===== config.mk =====
export PLATFORM = sky130hd
export DESIGN_NAME = vidcr_top
export DESIGN_NICKNAME = d
export VERILOG_FILES = /design/src/inc/vidcr_pkg.sv /design/src/design/vidcr_bus_sense.sv /design/src/design/vidcr_top.sv
export VERILOG_INCLUDE_DIRS = /design/src /design/src/inc
export SDC_FILE = /design/constraint.sdc
export NUM_CORES = 1
export LEC_CHECK = 0
export ABC_AREA = 1
export BUFFER_PORTS_ARGS = -buffer_cell sky130_fd_sc_hd__buf_2
export CORE_ASPECT_RATIO = 2
export CORE_MARGIN = 1.5
export CORE_UTILIZATION = 40
export DETAILED_ROUTE_END_ITERATION = 16
export PLACE_DENSITY = 0.64
export REMOVE_ABC_BUFFERS = 1
export SYNTH_ARGS = -nofsm -noshare
export SYNTH_HDL_FRONTEND = slang
export SYNTH_HIERARCHICAL = 1
export SYNTH_SLANG_ARGS = --single-unit

===== constraint.sdc =====
create_clock -name ref_clk -period 4.09 [get_ports ref_clk]
set_clock_uncertainty 0.15 [all_clocks]
set_input_delay 0.818 -clock ref_clk [delete_from_list [all_inputs] [get_ports ref_clk]]
set_output_delay 0.818 -clock ref_clk [all_outputs]
set_load 0.01 [all_outputs]

===== src/inc/vidcr_consts.svh =====
/*
 * Constants of the regulator control bank: register pointers, reset values,
 * field positions, bit counts and timing figures.
 * Assumes nothing of the including file; the macros need no module context.
 */
`ifndef VIDCR_CONSTS_SVH
`define VIDCR_CONSTS_SVH

// Register pointers
`define VIDCR_PTR_CODE      8'h00
`define VIDCR_PTR_CTRL      8'h01

// Reset values: code 0110010 with its parity bit, control defaults
`define VIDCR_CODE_RESET    8'h32
`define VIDCR_CTRL_RESET    8'h09

// Control register field positions and implemented-bit mask
`define VIDCR_CTRL_SRC      7
`define VIDCR_CTRL_SUSP     4
`define VIDCR_CTRL_LLM      3
`define VIDCR_CTRL_PROT     0
`define VIDCR_CTRL_MASK     8'h99

// Voltage register parity position
`define VIDCR_CODE_PAR      7

// Bits per serial byte
`define VIDCR_BYTE_BITS     4'h8

// Clock period and protection hold time, in ns
`define VIDCR_CLK_NS        100
`define VIDCR_HOLD_NS       15000

`endif


===== src/inc/vidcr_pkg.sv =====
/*
 * Types of the regulator control bank.
 * Assumes nothing beyond a SystemVerilog compiler.
 */
package vidcr_pkg;

	// Serial protocol states, one-hot
	typedef enum logic [8:0] {
		ST_IDLE      = 9'h001,
		ST_ADDR      = 9'h002,
		ST_ADDR_ACK  = 9'h004,
		ST_PTR       = 9'h008,
		ST_PTR_ACK   = 9'h010,
		ST_WDATA     = 9'h020,
		ST_WDATA_ACK = 9'h040,
		ST_RDATA     = 9'h080,
		ST_RWAIT     = 9'h100
	} vidcr_state_type;

endpackage


===== src/design/vidcr_bus_sense.sv =====
/*
 * Serial line sensing: edge pulses on the clock line, start and stop detect.
 * Assumes scl and sda already synchronous to clk; outputs other than sda_q are one-cycle pulses.
 */
`timescale 1ns/1ns
`default_nettype none

module vidcr_bus_sense (
	// Clock and reset
	input  wire logic clk,
	input  wire logic rst_n,
	// Bus lines
	input  wire logic scl,
	input  wire logic sda,
	// Decoded events
	output logic      sda_q,
	output logic      scl_rise,
	output logic      scl_fall,
	output logic      start_det,
	output logic      stop_det
);

	logic scl_q;
	logic scl_p;
	logic sda_p;

	////////////////////////////////////////////////////////////////////////
	// Two-deep history of both lines
	always_ff @(posedge clk or negedge rst_n) begin
		if (!rst_n) begin
			scl_q <= 1'b1;
			scl_p <= 1'b1;
			sda_q <= 1'b1;
			sda_p <= 1'b1;
		end else begin
			scl_q <= scl;
			scl_p <= scl_q;
			sda_q <= sda;
			sda_p <= sda_q;
		end
	end

	// Data moving while the clock is high marks start or stop
	assign scl_rise  = scl_q & ~scl_p;
	assign scl_fall  = ~scl_q & scl_p;
	assign start_det = scl_q & scl_p & sda_p & ~sda_q;
	assign stop_det  = scl_q & scl_p & ~sda_p & sda_q;

endmodule

`default_nettype wire


===== src/design/vidcr_top.sv =====
/*
 * Regulator control bank: two-wire serial slave holding the voltage code
 * register and the control register, with the settings driven out as levels.
 * Assumes scl and sda_in synchronous to ref_clk and far slower than it;
 * the pad combines sda_out and sda_oe into the open-drain wire.
 */
// Behaviour
// (RULE1) Voltage register holds 7-bit code in bits 6:0, reset 0110010.
// (RULE2) Control-source bit at 1 puts the stored code in charge of the output.
// (RULE3) Control-source bit resets to 0, external control.
// (RULE4) Writing 0 to control-source returns to external control at once.
// (RULE5) Suspend bit resets 0; at 1 protection is held off during code changes; the code holds it off only when control-source is also 1.
// (RULE6) Light-load select: 0 pulse-frequency, 1 pulse-width; resets to 1.
// (RULE7) Protection mode: 0 auto-recovery, 1 latch-off; resets to 1.
// (RULE8) Master sets bit 7 of voltage writes to XNOR of code bits.
// (RULE9) Voltage write with bad parity gets no acknowledge, code unchanged.
// (RULE10) Master should repeat the whole write after a parity rejection.
// (RULE11) Reading voltage register returns stored parity bit plus seven code bits.
// (RULE12) Invalid control write leaves the control register unchanged.
// (RULE13) Pointer 0 is voltage, 1 control; control bits 6,5,2,1 read zero.
// (RULE14) Parity is XNOR of code bits, checked before committing the byte.
// (RULE15) Own address after start is acknowledged low on the ninth clock.
// (RULE16) Foreign address: no acknowledge, ignore data, wait for next start.
// (RULE17) After eight read bits and a stop, return to idle regardless of ack.
// (RULE18) Written setting takes effect within 27 serial clocks of the start.
`timescale 1ns/1ns
`default_nettype none
`include "vidcr_consts.svh"

module vidcr_top
	import vidcr_pkg::*;
#(
	parameter logic [6:0] SLAVE_ADDR = 7'h2A  // arbitrary value
) (
	// Clock and reset
	input  wire logic       ref_clk,
	input  wire logic       reset_n,
	// Serial bus
	input  wire logic       scl,
	input  wire logic       sda_in,
	output logic            sda_out,
	output logic            sda_oe,
	// Regulator settings
	output logic [6:0]      output_voltage_code,
	output logic            internal_mode,
	output logic            protection_suspend,
	output logic            light_load_mode_select,
	output logic            protection_mode,
	output logic            protection_hold
);

	localparam int HOLD_CYC = (`VIDCR_HOLD_NS + `VIDCR_CLK_NS - 1) / `VIDCR_CLK_NS;

	// Refuse settings the logic cannot serve
	if (SLAVE_ADDR == 7'h00) begin : g_chk
		$error("general call address cannot be the slave address");
	end
	if (HOLD_CYC > 255 || HOLD_CYC < 1) begin : g_chk_hold
		$error("hold count does not fit its counter");
	end

	// Voltage byte passes when bit 7 is the XNOR of bits 6:0
	function automatic logic par_ok(input logic [7:0] b);
		return b[`VIDCR_CODE_PAR] == ~(^b[6:0]);
	endfunction

	// Control byte passes only with reserved bits clear
	function automatic logic ctrl_ok(input logic [7:0] b);
		return (b & ~`VIDCR_CTRL_MASK) == 8'h00;
	endfunction

	logic            rst_m_r;
	logic            rst_n_s;
	logic            sda_q;
	logic            scl_rise;
	logic            scl_fall;
	logic            start_det;
	logic            stop_det;
	vidcr_state_type st_r;
	vidcr_state_type st_nxt;
	logic [3:0]      cnt_r;
	logic [3:0]      cnt_nxt;
	logic [7:0]      sh_r;
	logic [7:0]      sh_nxt;
	logic [7:0]      ptr_r;
	logic [7:0]      ptr_nxt;
	logic            oe_r;
	logic            oe_nxt;
	logic [7:0]      code_r;
	logic [7:0]      code_nxt;
	logic [7:0]      ctrl_r;
	logic [7:0]      ctrl_nxt;
	logic            code_commit;
	logic [7:0]      hold_cnt_r;
	logic [7:0]      hold_cnt_nxt;
	logic            hold_r;
	logic            hold_nxt;
	logic [7:0]      rd_byte;

	////////////////////////////////////////////////////////////////////////
	// Reset release through two flops
	always_ff @(posedge ref_clk or negedge reset_n) begin
		if (!reset_n) begin
			rst_m_r <= 1'b0;
			rst_n_s <= 1'b0;
		end else begin
			rst_m_r <= 1'b1;
			rst_n_s <= rst_m_r;
		end
	end

	////////////////////////////////////////////////////////////////////////
	// Line events
	vidcr_bus_sense u_sense (
		.clk       (ref_clk),
		.rst_n     (rst_n_s),
		.scl       (scl),
		.sda       (sda_in),
		.sda_q     (sda_q),
		.scl_rise  (scl_rise),
		.scl_fall  (scl_fall),
		.start_det (start_det),
		.stop_det  (stop_det)
	);

	// Read source for the addressed register; unmapped reads as zero
	always_comb begin
		case (ptr_r)
			`VIDCR_PTR_CODE: rd_byte = code_r;                     // [RULE11]
			`VIDCR_PTR_CTRL: rd_byte = ctrl_r & `VIDCR_CTRL_MASK;  // [RULE13]
			default:         rd_byte = 8'h00;
		endcase
	end

	////////////////////////////////////////////////////////////////////////
	// Protocol engine and register writes
	always_comb begin
		st_nxt      = st_r;
		cnt_nxt     = cnt_r;
		sh_nxt      = sh_r;
		ptr_nxt     = ptr_r;
		oe_nxt      = oe_r;
		code_nxt    = code_r;
		ctrl_nxt    = ctrl_r;
		code_commit = 1'b0;
		if (start_det) begin
			st_nxt  = ST_ADDR;
			cnt_nxt = 4'h0;
			oe_nxt  = 1'b0;
		end else if (stop_det) begin
			st_nxt = ST_IDLE;                                        // [RULE17]
			oe_nxt = 1'b0;
		end else begin
			case (st_r)
				ST_ADDR, ST_PTR, ST_WDATA: begin
					if (scl_rise) begin
						sh_nxt  = {sh_r[6:0], sda_q};
						cnt_nxt = cnt_r + 4'h1;
					end else if (scl_fall && cnt_r == `VIDCR_BYTE_BITS) begin
						if (st_r == ST_ADDR) begin
							if (sh_r[7:1] == SLAVE_ADDR) begin
								st_nxt = ST_ADDR_ACK;                       // [RULE15]
								oe_nxt = 1'b1;
								ptr_nxt = sh_r[0] ? ptr_r : ptr_r;
							end else begin
								st_nxt = ST_IDLE;                           // [RULE16]
							end
						end else if (st_r == ST_PTR) begin
							ptr_nxt = sh_r;
							st_nxt  = ST_PTR_ACK;
							oe_nxt  = 1'b1;
						end else if (ptr_r == `VIDCR_PTR_CODE && par_ok(sh_r)) begin
							code_nxt    = sh_r;                           // [RULE14] [RULE18]
							code_commit = 1'b1;
							st_nxt      = ST_WDATA_ACK;
							oe_nxt      = 1'b1;
						end else if (ptr_r == `VIDCR_PTR_CTRL && ctrl_ok(sh_r)) begin
							ctrl_nxt = sh_r & `VIDCR_CTRL_MASK;             // [RULE2] [RULE4]
							st_nxt   = ST_WDATA_ACK;
							oe_nxt   = 1'b1;
						end else begin
							st_nxt = ST_IDLE;                           // [RULE9] [RULE12]
						end
					end
				end
				ST_ADDR_ACK, ST_PTR_ACK, ST_WDATA_ACK: begin
					if (scl_fall) begin
						cnt_nxt = 4'h0;
						oe_nxt  = 1'b0;
						if (st_r != ST_ADDR_ACK) begin
							st_nxt = ST_WDATA;
						end else if (sh_r[0]) begin
							sh_nxt = rd_byte;
							oe_nxt = ~rd_byte[7];
							st_nxt = ST_RDATA;
						end else begin
							st_nxt = ST_PTR;
						end
					end
				end
				ST_RDATA: begin
					if (scl_rise) begin
						cnt_nxt = cnt_r + 4'h1;
					end else if (scl_fall) begin
						if (cnt_r == `VIDCR_BYTE_BITS) begin
							oe_nxt = 1'b0;                                // [RULE17]
							st_nxt = ST_RWAIT;
						end else begin
							sh_nxt = {sh_r[6:0], 1'b0};
							oe_nxt = ~sh_r[6];
						end
					end
				end
				// Master ack ignored; only start or stop leaves here
				ST_RWAIT: st_nxt = ST_RWAIT;
				ST_IDLE:  st_nxt = ST_IDLE;
				default: begin
					st_nxt = ST_IDLE;
					oe_nxt = 1'b0;
				end
			endcase
		end
	end

	always_ff @(posedge ref_clk or negedge rst_n_s) begin
		if (!rst_n_s) begin
			st_r   <= ST_IDLE;
			cnt_r  <= 4'h0;
			sh_r   <= 8'h00;
			ptr_r  <= `VIDCR_PTR_CODE;
			oe_r   <= 1'b0;
			code_r <= `VIDCR_CODE_RESET;                              // [RULE1]
			ctrl_r <= `VIDCR_CTRL_RESET;                  // [RULE3] [RULE5] [RULE6] [RULE7]
		end else begin
			st_r   <= st_nxt;
			cnt_r  <= cnt_nxt;
			sh_r   <= sh_nxt;
			ptr_r  <= ptr_nxt;
			oe_r   <= oe_nxt;
			code_r <= code_nxt;
			ctrl_r <= ctrl_nxt;
		end
	end

	////////////////////////////////////////////////////////////////////////
	// Protection hold while a new code settles; slew bound sets the length
	always_comb begin
		hold_cnt_nxt = hold_cnt_r;
		if (code_commit && ctrl_r[`VIDCR_CTRL_SUSP] && ctrl_r[`VIDCR_CTRL_SRC]) begin
			hold_cnt_nxt = 8'(HOLD_CYC);                              // [RULE5]
		end else if (hold_cnt_r != 8'h00) begin
			hold_cnt_nxt = hold_cnt_r - 8'h01;
		end
		hold_nxt = hold_cnt_nxt != 8'h00;
	end

	always_ff @(posedge ref_clk or negedge rst_n_s) begin
		if (!rst_n_s) begin
			hold_cnt_r <= 8'h00;
			hold_r     <= 1'b0;
		end else begin
			hold_cnt_r <= hold_cnt_nxt;
			hold_r     <= hold_nxt;
		end
	end

	// Outputs straight from flops; pad drives only low
	assign sda_out                = 1'b0;
	assign sda_oe                 = oe_r;
	assign output_voltage_code    = code_r[6:0];
	assign internal_mode          = ctrl_r[`VIDCR_CTRL_SRC];
	assign protection_suspend     = ctrl_r[`VIDCR_CTRL_SUSP];
	assign light_load_mode_select = ctrl_r[`VIDCR_CTRL_LLM];
	assign protection_mode        = ctrl_r[`VIDCR_CTRL_PROT];
	assign protection_hold        = hold_r;
endmodule

`default_nettype wire


==> flow_summary.yaml, run 1 <==
place:
  io_buffers: 16
  dp.cells: 583
  place.gp.congestion: 0.9038
  hpwlAfterDp_mm: 6.231
synth:
  synth_top_area_share_pct: 33.96
  synth_ff_type: "dfrtp_1"
  synth_top_family_by_area: "simple AND/OR/NAND/NOR gates"
  syn_area_um2: 3463
  synth.mux.area_fraction_pct: 0.3251
  synth_cell_types: 37
  synth_xor_area_share_pct: 1.517
  synth_largest_area_cell: "dfrtp_1"
  synthSimpleGateAreaFrac_pct: 35.51
  ys_async_sr_fraction_pct: 100.0
  ys_seq_area_share_pct: 41.55
  synth_compound_area_share_pct: 7.442
  synth_area_leaders: "dfrtp_1 34%, nand2_1 15%, inv_1 8.2%"
  ys_seq_elements: 57
  synthAdderAreaFrac_pct: 1.445
  yosys_warnings: 6
  ys_top_cells_by_count: "136 x nand2_1, 76 x inv_1, 61 x nor2_1"
  synth-edff-count: 0
  avgSynthCellArea_um2: 7.185
  synth_cells: 482
  yosysMostFrequentCell: "nand2_1"
drt:
  ant_nets: 0
  routed_via_density: 5.002
  first_pass_iters: 4
  via_count: 2996
  routedWlPerCell_um: 13.49
  drc: 0
  routed_wirelength_mm: 8.082
  detail_route.iter0.violations: 155
final_layout:
  syn_to_final_growth_pct: 11.27
  fin_nets: 504
  layout-drive-gt1-share_pct: 15.57
  diodes: 0
  final_util_pct: 46.15
  layout.cells.non_filler: 599
timing:
  rsz0062_at_grt: "false"
  whs_ns: 0.1164
  tns_ns: 0
  timing.final.crit_share_pct: 61.39
  fmax_mhz: 398.2
  worst_pin_slew_ns: 0.6608
  hold_viol: 0
  slew_headroom_pct: 55.61
  finalMaxSlewViolations: 0
  finalSetupViolations: 0
  min_period_ns: 2.511
power_and_ir_drop:
  p_switching_uw: 406.1
  p_leak_nw: 2.022
  seqPwrFrac_pct: 41.7
  power_density_nw_per_um2: 392.3
  vdd_ir_drop_max_mv: 0.2888
  cellInternalPower_mw: 1.106
  switching_share_pct: 26.86
  clock_power_share_pct: 46.4
  power_frac_comb_pct: 11.9
clocking:
  cts-buffers-inserted: 9
  cts.sinks: 57
  cts_root_buf: "clkbuf_16"
  h-tree-depth: 3
  clk_pin_slew_worst_paths_ns: 0.05
  cts_buffer_depth: 2
  cts_resized: 0
  clk_latency_ns: 0.33
  cts_setup_buffers: 0
  cts_hold_buf: 0
  cts_tree: "built"
grt:
  top_usage_layer: "met2"
  grt_max_degree: 29
  gr-total-overflow: 0
  grtUsageTotal_pct: 20.05
  first_global_vias: 2974
  met3_usage_pct: 4.750
  grtUsageMet1_pct: 19.95
  grt_pass1_wl_mm: 13.66
  antenna_found_initial: 0
  met2_usage_pct: 34.67
floorplanning:
  fp-row-count: 47
  core_area_um2: 8351
  pin_count: 18
  die_area_um2: 9259
  start_util_pct: 41.47
  fp.dieH_um: 134.6
  fp.dieW_um: 68.80
worst_setup_path:
  end_kind: "register"
  crit_path_frequent_cell: "inv_1"
  path_class: "register to register"
  slowest_stage: "dfstp_2"
  start_kind: "register"
  cp.required_ns: 4.15
  crit_path_max_fanout: 16
  crit_chain: "inv_1, nand2_1, nor2_1, nor2_2, inv_1, nor3_2, nand3_1, a21oi_1, inv_1"
  cpPeakStageDelay_ns: 0.54
  arrival_ns: 2.57
job:
  cap_violations: 0
outcome:
  status: "finished clean"
hold_path:
  hp-class: "input pin to asynchronous set/reset pin"
power by group through the flow:
stage	registers, mW	logic, mW	clock network [mW]
2_1_floorplan	0.630	0.136	0
3_3_place_gp	0.639	0.175	0
3_5_place_dp	0.639	0.181	0
4_1_cts	0.631	0.181	0.720
5_1_grt	0.635	0.213	0.743
6_report	0.631	0.180	0.701
worst paths after layout:
check | from | to | slack, ns | depth (start not counted)
min in group ref_clk | rst_m_r$_DFF_PN0_ | rst_n_s$_DFF_PN0_ | 0.20 | 0
max in group asynchronous | rst_n_s$_DFF_PN0_ | u_sense/scl_q$_DFF_PN1_ | 2.81 | 1
worst max-delay path | u_sense/sda_q$_DFF_PN1_ | ptr_r[1]$_DFFE_PN0P_ | 1.58 | 9
worst max register to register | u_sense/sda_q$_DFF_PN1_ | ptr_r[1]$_DFFE_PN0P_ | 1.58 | 9
worst min-delay path | reset_n | rst_m_r$_DFF_PN0_ | 0.12 | 1
worst min register to register | rst_n_s$_DFF_PN0_ | sh_r[6]$_DFFE_PN0P_ | 0.14 | 0
worst max-delay path, delay by kind of cell (launching register included):
| kind | cells | cell delay, ns |
|---|---|---|
| AO/OA/AOI/OAI | 1 | 0.30 |
| AND/OR/NAND/NOR | 5 | 1.10 |
| flip-flops | 1 | 0.54 |
| buffers and inverters | 3 | 0.28 |
through the flow:
step                      power, mW  worst slack (ns)  instance area [um^2]
final                         1.512             1.579                  3854
after global routing          1.592             1.388                  3854
after CTS                     1.532             1.604                  3854
after detailed placement     0.8200             1.626                  3567
after global placement       0.8137             1.722                  3567
after floorplan              0.7653             1.952                  3356
sequential cells by signal, indices dropped and copies added, names as in the netlist, 4 cells and up:
| register | flops |
|---|---|
| cnt_r | 4 |
| code_r | 8 |
| st_r | 9 |
| ptr_r | 8 |
| sh_r | 8 |
| ctrl_r | 4 |
| hold_cnt_r | 8 |
area by class of cell:
| class | instances | area [um^2] |
|---|---|---|
| clock buffer | 14 | 274.0 |
| clock inverter | 2 | 12.51 |
| fill | 873 | 4497 |
| inverter | 82 | 307.8 |
| multi-input combinational | 329 | 1609 |
| sequential | 57 | 1440 |
| tap | 98 | 122.6 |
| timing repair buffer | 17 | 87.58 |
routing by layer:
metal  vias up  part of all wire (%)
met5         -                     0
met4         0                   6.4
met3        28                   2.8
met2        54                    55
met1      1403                    36
li1       1511                     -
cells by family after synthesis:
kind of cell | after synthesis
AOI/OAI and AO/OA | 47
DFF | 57
and+or+nand+nor | 269
buffers and inverters | 96
other | 2
muxes | 1
xor gates and xnor gates | 6
adders and majority gates | 4
cell usage in the layout, fill, tap and decap left out, drive strengths merged:
cell type / synthesis / routed
clkinv: 0 / 1
nor2: 68 / 68
xor2: 5 / 5
clkinvlp: 0 / 1
clkbuf: 0 / 14
nand4: 7 / 7
xnor2: 1 / 1
o31ai: 1 / 1
conb: 2 / 2
nand2: 146 / 146
o21a: 1 / 1
nand3: 33 / 33
a31oi: 1 / 1
dfrtp: 47 / 47
inv: 82 / 82
ha: 4 / 4
o21ai: 24 / 24
mux2: 1 / 1
a211oi: 1 / 1
nor3b: 4 / 4
buf: 14 / 17
nor3: 10 / 10
nand3b: 1 / 1
a21oi: 18 / 18
dfstp: 10 / 10
o211ai: 1 / 1
Power figures use the tool's default switching activity.
==> run 2: changes to the inputs <==
- clock period: 4.09 -> 2.41 ns (I/O delays scaled with it)
==> run 2 against run 1 <==
Against the previous run: final cell count grew 1.2%; hold slack lost 0.0097 ns; core utilization grew 1.1 points; fmax grew 15%; sequential power grew 70%; global-route usage grew 0.084 points; worst setup slack lost 1.3 ns; clock-buffer cell count shrank 1; combinational power grew 76%; sequential cell count is the same; first-iteration DRC count shrank 7.1%; largest cell class unchanged.
==> flow_summary.yaml, run 2 (synthesis results as in run 1) <==
floorplanning:
  start_util_pct: 41.47
  fp.dieW_um: 68.80
  pin_count: 18
  die_area_um2: 9259
  core_area_um2: 8351
  fp.dieH_um: 134.6
  fp-row-count: 47
clocking:
  cts_tree: "built"
  cts.sinks: 57
  h-tree-depth: 3
  cts_setup_buffers: 0
  cts-buffers-inserted: 9
  clk_latency_ns: 0.33
  clk_pin_slew_worst_paths_ns: 0.05
  cts_root_buf: "clkbuf_16"
  cts_buffer_depth: 2
power_and_ir_drop:
  clock_power_share_pct: 47.8
  switching_share_pct: 26.27
  power_frac_comb_pct: 11.9
  p_switching_uw: 697.9
  p_leak_nw: 2.071
  seqPwrFrac_pct: 40.3
  cellInternalPower_mw: 1.959
  vdd_ir_drop_max_mv: 0.5391
  power_density_nw_per_um2: 672.8
  total_power_mw: 2.657
worst_setup_path:
  path_buf_inv: 1
  start_kind: "register"
  crit_path_frequent_cell: "nand2_1"
  crit_family: "simple AND/OR/NAND/NOR gates"
  crit_path_max_fanout: 12
  arrival_ns: 2.29
  cpPeakStageDelay_ns: 0.57
  slowest_stage: "dfstp_2"
  crit_chain: "inv_2, nand3_2, nor2_2, nand2_1, nand2_4, nor2_2, nand2_2, nand3_1, nor2_1, nor2_1, nand2_1, nand2_1"
  end_kind: "register"
  cp.required_ns: 2.52
  path_class: "register to register"
final_layout:
  num-fill-cells: 886
  layout.cells.non_filler: 606
  final_util_pct: 47.29
  syn_to_final_growth_pct: 14.02
  fin_nets: 511
  largest_reg_flops: 9
  layout_commonest_cell: "nand2_1"
  layout-drive-gt1-share_pct: 16.93
  mostFrequentLayoutCells: "136 x nand2_1, 76 x inv_1, 60 x nor2_1"
  largest-register: "st_r"
  diodes: 0
  final-seq-area_um2: 1441
  multi_input_area_um2: 1622
drt:
  first_pass_iters: 5
  routedWlPerCell_um: 13.49
  via_count: 3021
  detail_route.iter0.violations: 144
  drc: 0
  ant_nets: 0
  routed_wirelength_mm: 8.173
  routed_via_density: 4.985
timing:
  finalSetupViolations: 0
  rsz0062_at_grt: "false"
  tns_ns: 0
  worst_pin_slew_ns: 0.6072
  min_period_ns: 2.177
  timing.final.crit_share_pct: 90.34
  hold_viol: 0
  fmax_mhz: 459.3
  slew_headroom_pct: 59.52
  finalMaxSlewViolations: 0
place:
  dp.cells: 589
  hpwlAfterDp_mm: 6.247
  io_buffers: 16
  place.gp.congestion: 0.9662
grt:
  gr-total-overflow: 0
  antenna_found_initial: 0
  grt_max_degree: 30
  grtUsageTotal_pct: 20.13
  first_global_vias: 3035
  grt_pass1_wl_mm: 13.82
outcome:
  status: "finished clean"
job:
  cap_violations: 0
hold_path:
  hp-class: "input pin to register"
[run 2: final cells by class]
cell class,instances,share of cell area [%]
clock buffers,13,6.591
clock inverters,3,1.014
inverters,82,7.795
multi-input cells,329,41.06
flip-flops and latches,57,36.50
well taps,98,3.105
repair buffers,24,3.929
[run 2: worst reg2reg max path: stages, from the launching register on]
cell	delay, ns
dfstp_2	0.57
inv_2	0.06
nand3_2	0.10
nor2_2	0.05
nand2_1	0.18
nand2_4	0.14
nor2_2	0.19
nand2_2	0.09
nand3_1	0.16
nor2_1	0.06
nor2_1	0.22
nand2_1	0.08
nand2_1	0.08
[run 2: final timing paths]
path	startpoint	end	slack, ns	depth (start not counted)
max	st_r[0]$_DFFE_PN1P_	cnt_r[3]$_DFFE_PN0P_	0.23	12
min	scl	u_sense/scl_q$_DFF_PN1_	0.11	1
max reg2reg	st_r[0]$_DFFE_PN1P_	cnt_r[3]$_DFFE_PN0P_	0.23	12
min reg2reg	rst_n_s$_DFF_PN0_	code_r[7]$_DFFE_PN0P_	0.13	0
max in group asynchronous	rst_n_s$_DFF_PN0_	code_r[1]$_DFFE_PN1P_	1.34	1
min in group asynchronous	rst_n_s$_DFF_PN0_	code_r[7]$_DFFE_PN0P_	0.13	0
[run 2: power by group through the flow]
stage | logic, mW | clock network [mW] | registers, mW
2_1_floorplan | 0.230 | 0 | 1.07
3_3_place_gp | 0.304 | 0 | 1.08
3_5_place_dp | 0.313 | 0 | 1.08
4_1_cts | 0.318 | 1.30 | 1.07
5_1_grt | 0.365 | 1.33 | 1.08
6_report | 0.316 | 1.27 | 1.07
[run 2: through the flow]
stage	cell area [um^2]	hold slack [ns]	setup WS, ns
finish	3949	0.1067	0.2327
global route	3949	0.09569	0.01635
CTS	3935	0.09525	0.1626
detailed placement	3625	0.1207	0.1762
global placement	3625	0.1187	0.2053
floorplan	3356	0.03641	0.2720
[run 2: metal layers]
layer / global-route usage (%) / wire length [um] / vias to the layer above
li1: - / - / 1520
met1: 20.22 / 2948 / 1397
met2: 34.88 / 4492 / 69
met3: 4.333 / 228 / 35
met4: 14.05 / 503 / 0
met5: 0 / 0 / -
[run 2: repair_timing]
| item | CTS | global route |
|---|---|---|
| gates resized for setup | 0 | 4 |
| endpoints found under the setup margin | 0 | 12 |
| hold endpoints to repair | 2 | 0 |
| hold buffers | 1 | 0 |
==> run 3: changes to the inputs <==
--- a/config.mk
+++ b/config.mk
@@ -13,2 +13,3 @@
 export CORE_UTILIZATION = 40
+export CTS_CLUSTER_DIAMETER = 150
 export DETAILED_ROUTE_END_ITERATION = 16
==> constraint.sdc (replaced) <==
create_clock -name ref_clk -period 2.41 [get_ports ref_clk]
set_clock_uncertainty 0.15 [all_clocks]
set_input_delay 0 -clock ref_clk [delete_from_list [all_inputs] [get_ports ref_clk]]
set_output_delay 0 -clock ref_clk [all_outputs]
set_load 0.01 [all_outputs]
==> run 3 against run 2 <==
Against the previous run: clock-buffer cell count unchanged; non-clock buffer count increased by 3; clock power about the same; register-to-register slack about the same; global-route usage about the same; sequential power about the same; hold slack improved by 0.024 ns; first-iteration DRC count increased by 0.69%; sequential cell count unchanged; critical path depth unchanged; highest routed layer unchanged; sequential share of layout area decreased by 0.28 points; largest cell class unchanged; final cell count increased by 0.50%.
==> flow_summary.yaml, run 3 (synthesis results as in run 1) <==
drt:
  routedWlPerCell_um: 13.46
  via_count: 3031
  routed_via_density: 4.977
  routed_wirelength_mm: 8.196
  first_pass_iters: 5
  ant_nets: 0
  drc: 0
  detail_route.iter0.violations: 145
timing:
  fmax_mhz: 458.0
  slew_headroom_pct: 59.46
  worst_pin_slew_ns: 0.6080
  whs_ns: 0.1308
  tns_ns: 0
  rsz0062_at_grt: "false"
  hold_viol: 0
  finalMaxSlewViolations: 0
  timing.final.crit_share_pct: 90.59
  finalSetupViolations: 0
  min_period_ns: 2.183
  layout_setup_ws_ns: 0.2268
worst_setup_path:
  path_class: "register to register"
  cpPeakStageDelay_ns: 0.57
  start_kind: "register"
  crit_path_frequent_cell: "nand2_1"
  r2r-end: "cnt_r[3]$_DFFE_PN0P_"
  crit_chain: "inv_2, nand3_2, nor2_2, nand2_1, nand2_4, nor2_2, nand2_2, nand3_1, nor2_1, nor2_1, nand2_1, nand2_1"
  regToRegStartpoint: "st_r[0]$_DFFE_PN1P_"
  crit_path_max_fanout: 12
  slowest_stage: "dfstp_2"
  r2r_setup_slack_ns: 0.23
  reg2reg_depth: 12
  arrival_ns: 2.30
  cp.required_ns: 2.52
  end_kind: "register"
grt:
  grt_max_degree: 30
  antenna_found_initial: 0
  gr-total-overflow: 0
  grtUsageTotal_pct: 20.17
  first_global_vias: 3037
  grt_pass1_wl_mm: 13.85
clocking:
  cts_tree: "built"
  cts_root_buf: "clkbuf_16"
  cts_setup_buffers: 0
  cts.sinks: 57
  cts-buffers-inserted: 9
  h-tree-depth: 3
  clk_latency_ns: 0.33
  clk_pin_slew_worst_paths_ns: 0.05
  cts_buffer_depth: 2
floorplanning:
  core_area_um2: 8351
  start_util_pct: 41.47
  pin_count: 18
  die_area_um2: 9259
  fp-row-count: 47
  fp.dieW_um: 68.80
  fp.dieH_um: 134.6
place:
  dp_slack_ns: 0.1762
  place.gp.congestion: 0.9662
  io_buffers: 16
  hpwlAfterDp_mm: 6.247
power_and_ir_drop:
  vdd_ir_drop_max_mv: 0.5373
  p_leak_nw: 2.083
  power_density_nw_per_um2: 669.1
  total_power_mw: 2.662
job:
  cap_violations: 0
hold_path:
  hp-class: "register to asynchronous set/reset pin"
final_layout:
  mostFrequentLayoutCells: "136 x nand2_1, 76 x inv_1, 60 x nor2_1"
  final_util_pct: 47.65
  layout-drive-gt1-share_pct: 16.83
  largest-register: "st_r"
  largest_reg_flops: 9
  diodes: 0
  fin_nets: 514
  syn_to_final_growth_pct: 14.88
  layout_commonest_cell: "nand2_1"
outcome:
  status: "finished clean"
==> run 3: cell count changes in the layout (fill, tap and decap cells not counted), sizes merged <==
| cell | previous run | this run |
|---|---|---|
| dlygate4sd3 | 1 | 4 |
==> run 3: stage by stage <==
stage / std cells / cell area (um^2)
after floorplan: 468 / 3356
after global placement: 589 / 3625
after detailed placement: 589 / 3625
after CTS: 609 / 3965
after global routing: 609 / 3979
final: 609 / 3979
==> run 3: cell type report <==
type                       count  area [um^2]
clock buffer                  13        260.3
clock inverter                 3        40.04
fill                         885         4372
inverter                      82        307.8
multi-input combinational    329         1622
sequential                    57         1441
tap                           98        122.6
timing repair buffer          27        185.2
==> run 3: per-layer routing <==
layer	global-route usage, %	wire (um)	vias up
met5	0	0	-
met4	14.05	503	0
met3	4.333	222	35
met2	34.88	4491	67
met1	20.33	2978	1402
li1	-	-	1527
==> run 3: worst max-delay path by stage <==
stage / from / to / slack (ns) / cells past startpoint
2_1_floorplan: u_sense/sda_q$_DFF_PN1_ / ptr_r[0]$_DFFE_PN0P_ / 0.27 / 9
3_3_place_gp: st_r[4]$_DFFE_PN0P_ / sh_r[3]$_DFFE_PN0P_ / 0.21 / 11
3_5_place_dp: st_r[3]$_DFFE_PN0P_ / sh_r[7]$_DFFE_PN0P_ / 0.18 / 12
4_1_cts: st_r[3]$_DFFE_PN0P_ / sh_r[7]$_DFFE_PN0P_ / 0.16 / 12
5_1_grt: st_r[7]$_DFFE_PN0P_ / sh_r[6]$_DFFE_PN0P_ / 0.02 / 12
6_report: st_r[0]$_DFFE_PN1P_ / cnt_r[3]$_DFFE_PN0P_ / 0.23 / 12
==> run 3: what timing repair did <==
action,in CTS,in global routing
setup endpoints to repair,0,12
hold buffers,4,0
hold endpoints to repair,4,0
resized for setup,0,4
==> run 3: power breakdown <==
| part | leakage, nW | internal [mW] | switching [mW] |
|---|---|---|---|
| Combinational | 1.25 | 0.109 | 0.212 |
| Sequential | 0.681 | 1.00 | 0.0678 |
| Clock | 0.150 | 0.851 | 0.421 |
| Total | 2.08 | 1.96 | 0.700 |
==> run 3: critical path: cells and delay by family (launching register included) <==
| kind | cells | cell delay (ns) |
|---|---|---|
| AND/OR/NAND/NOR | 11 | 1.36 |
| buffers and inverters | 1 | 0.05 |
| flip-flops | 1 | 0.57 |
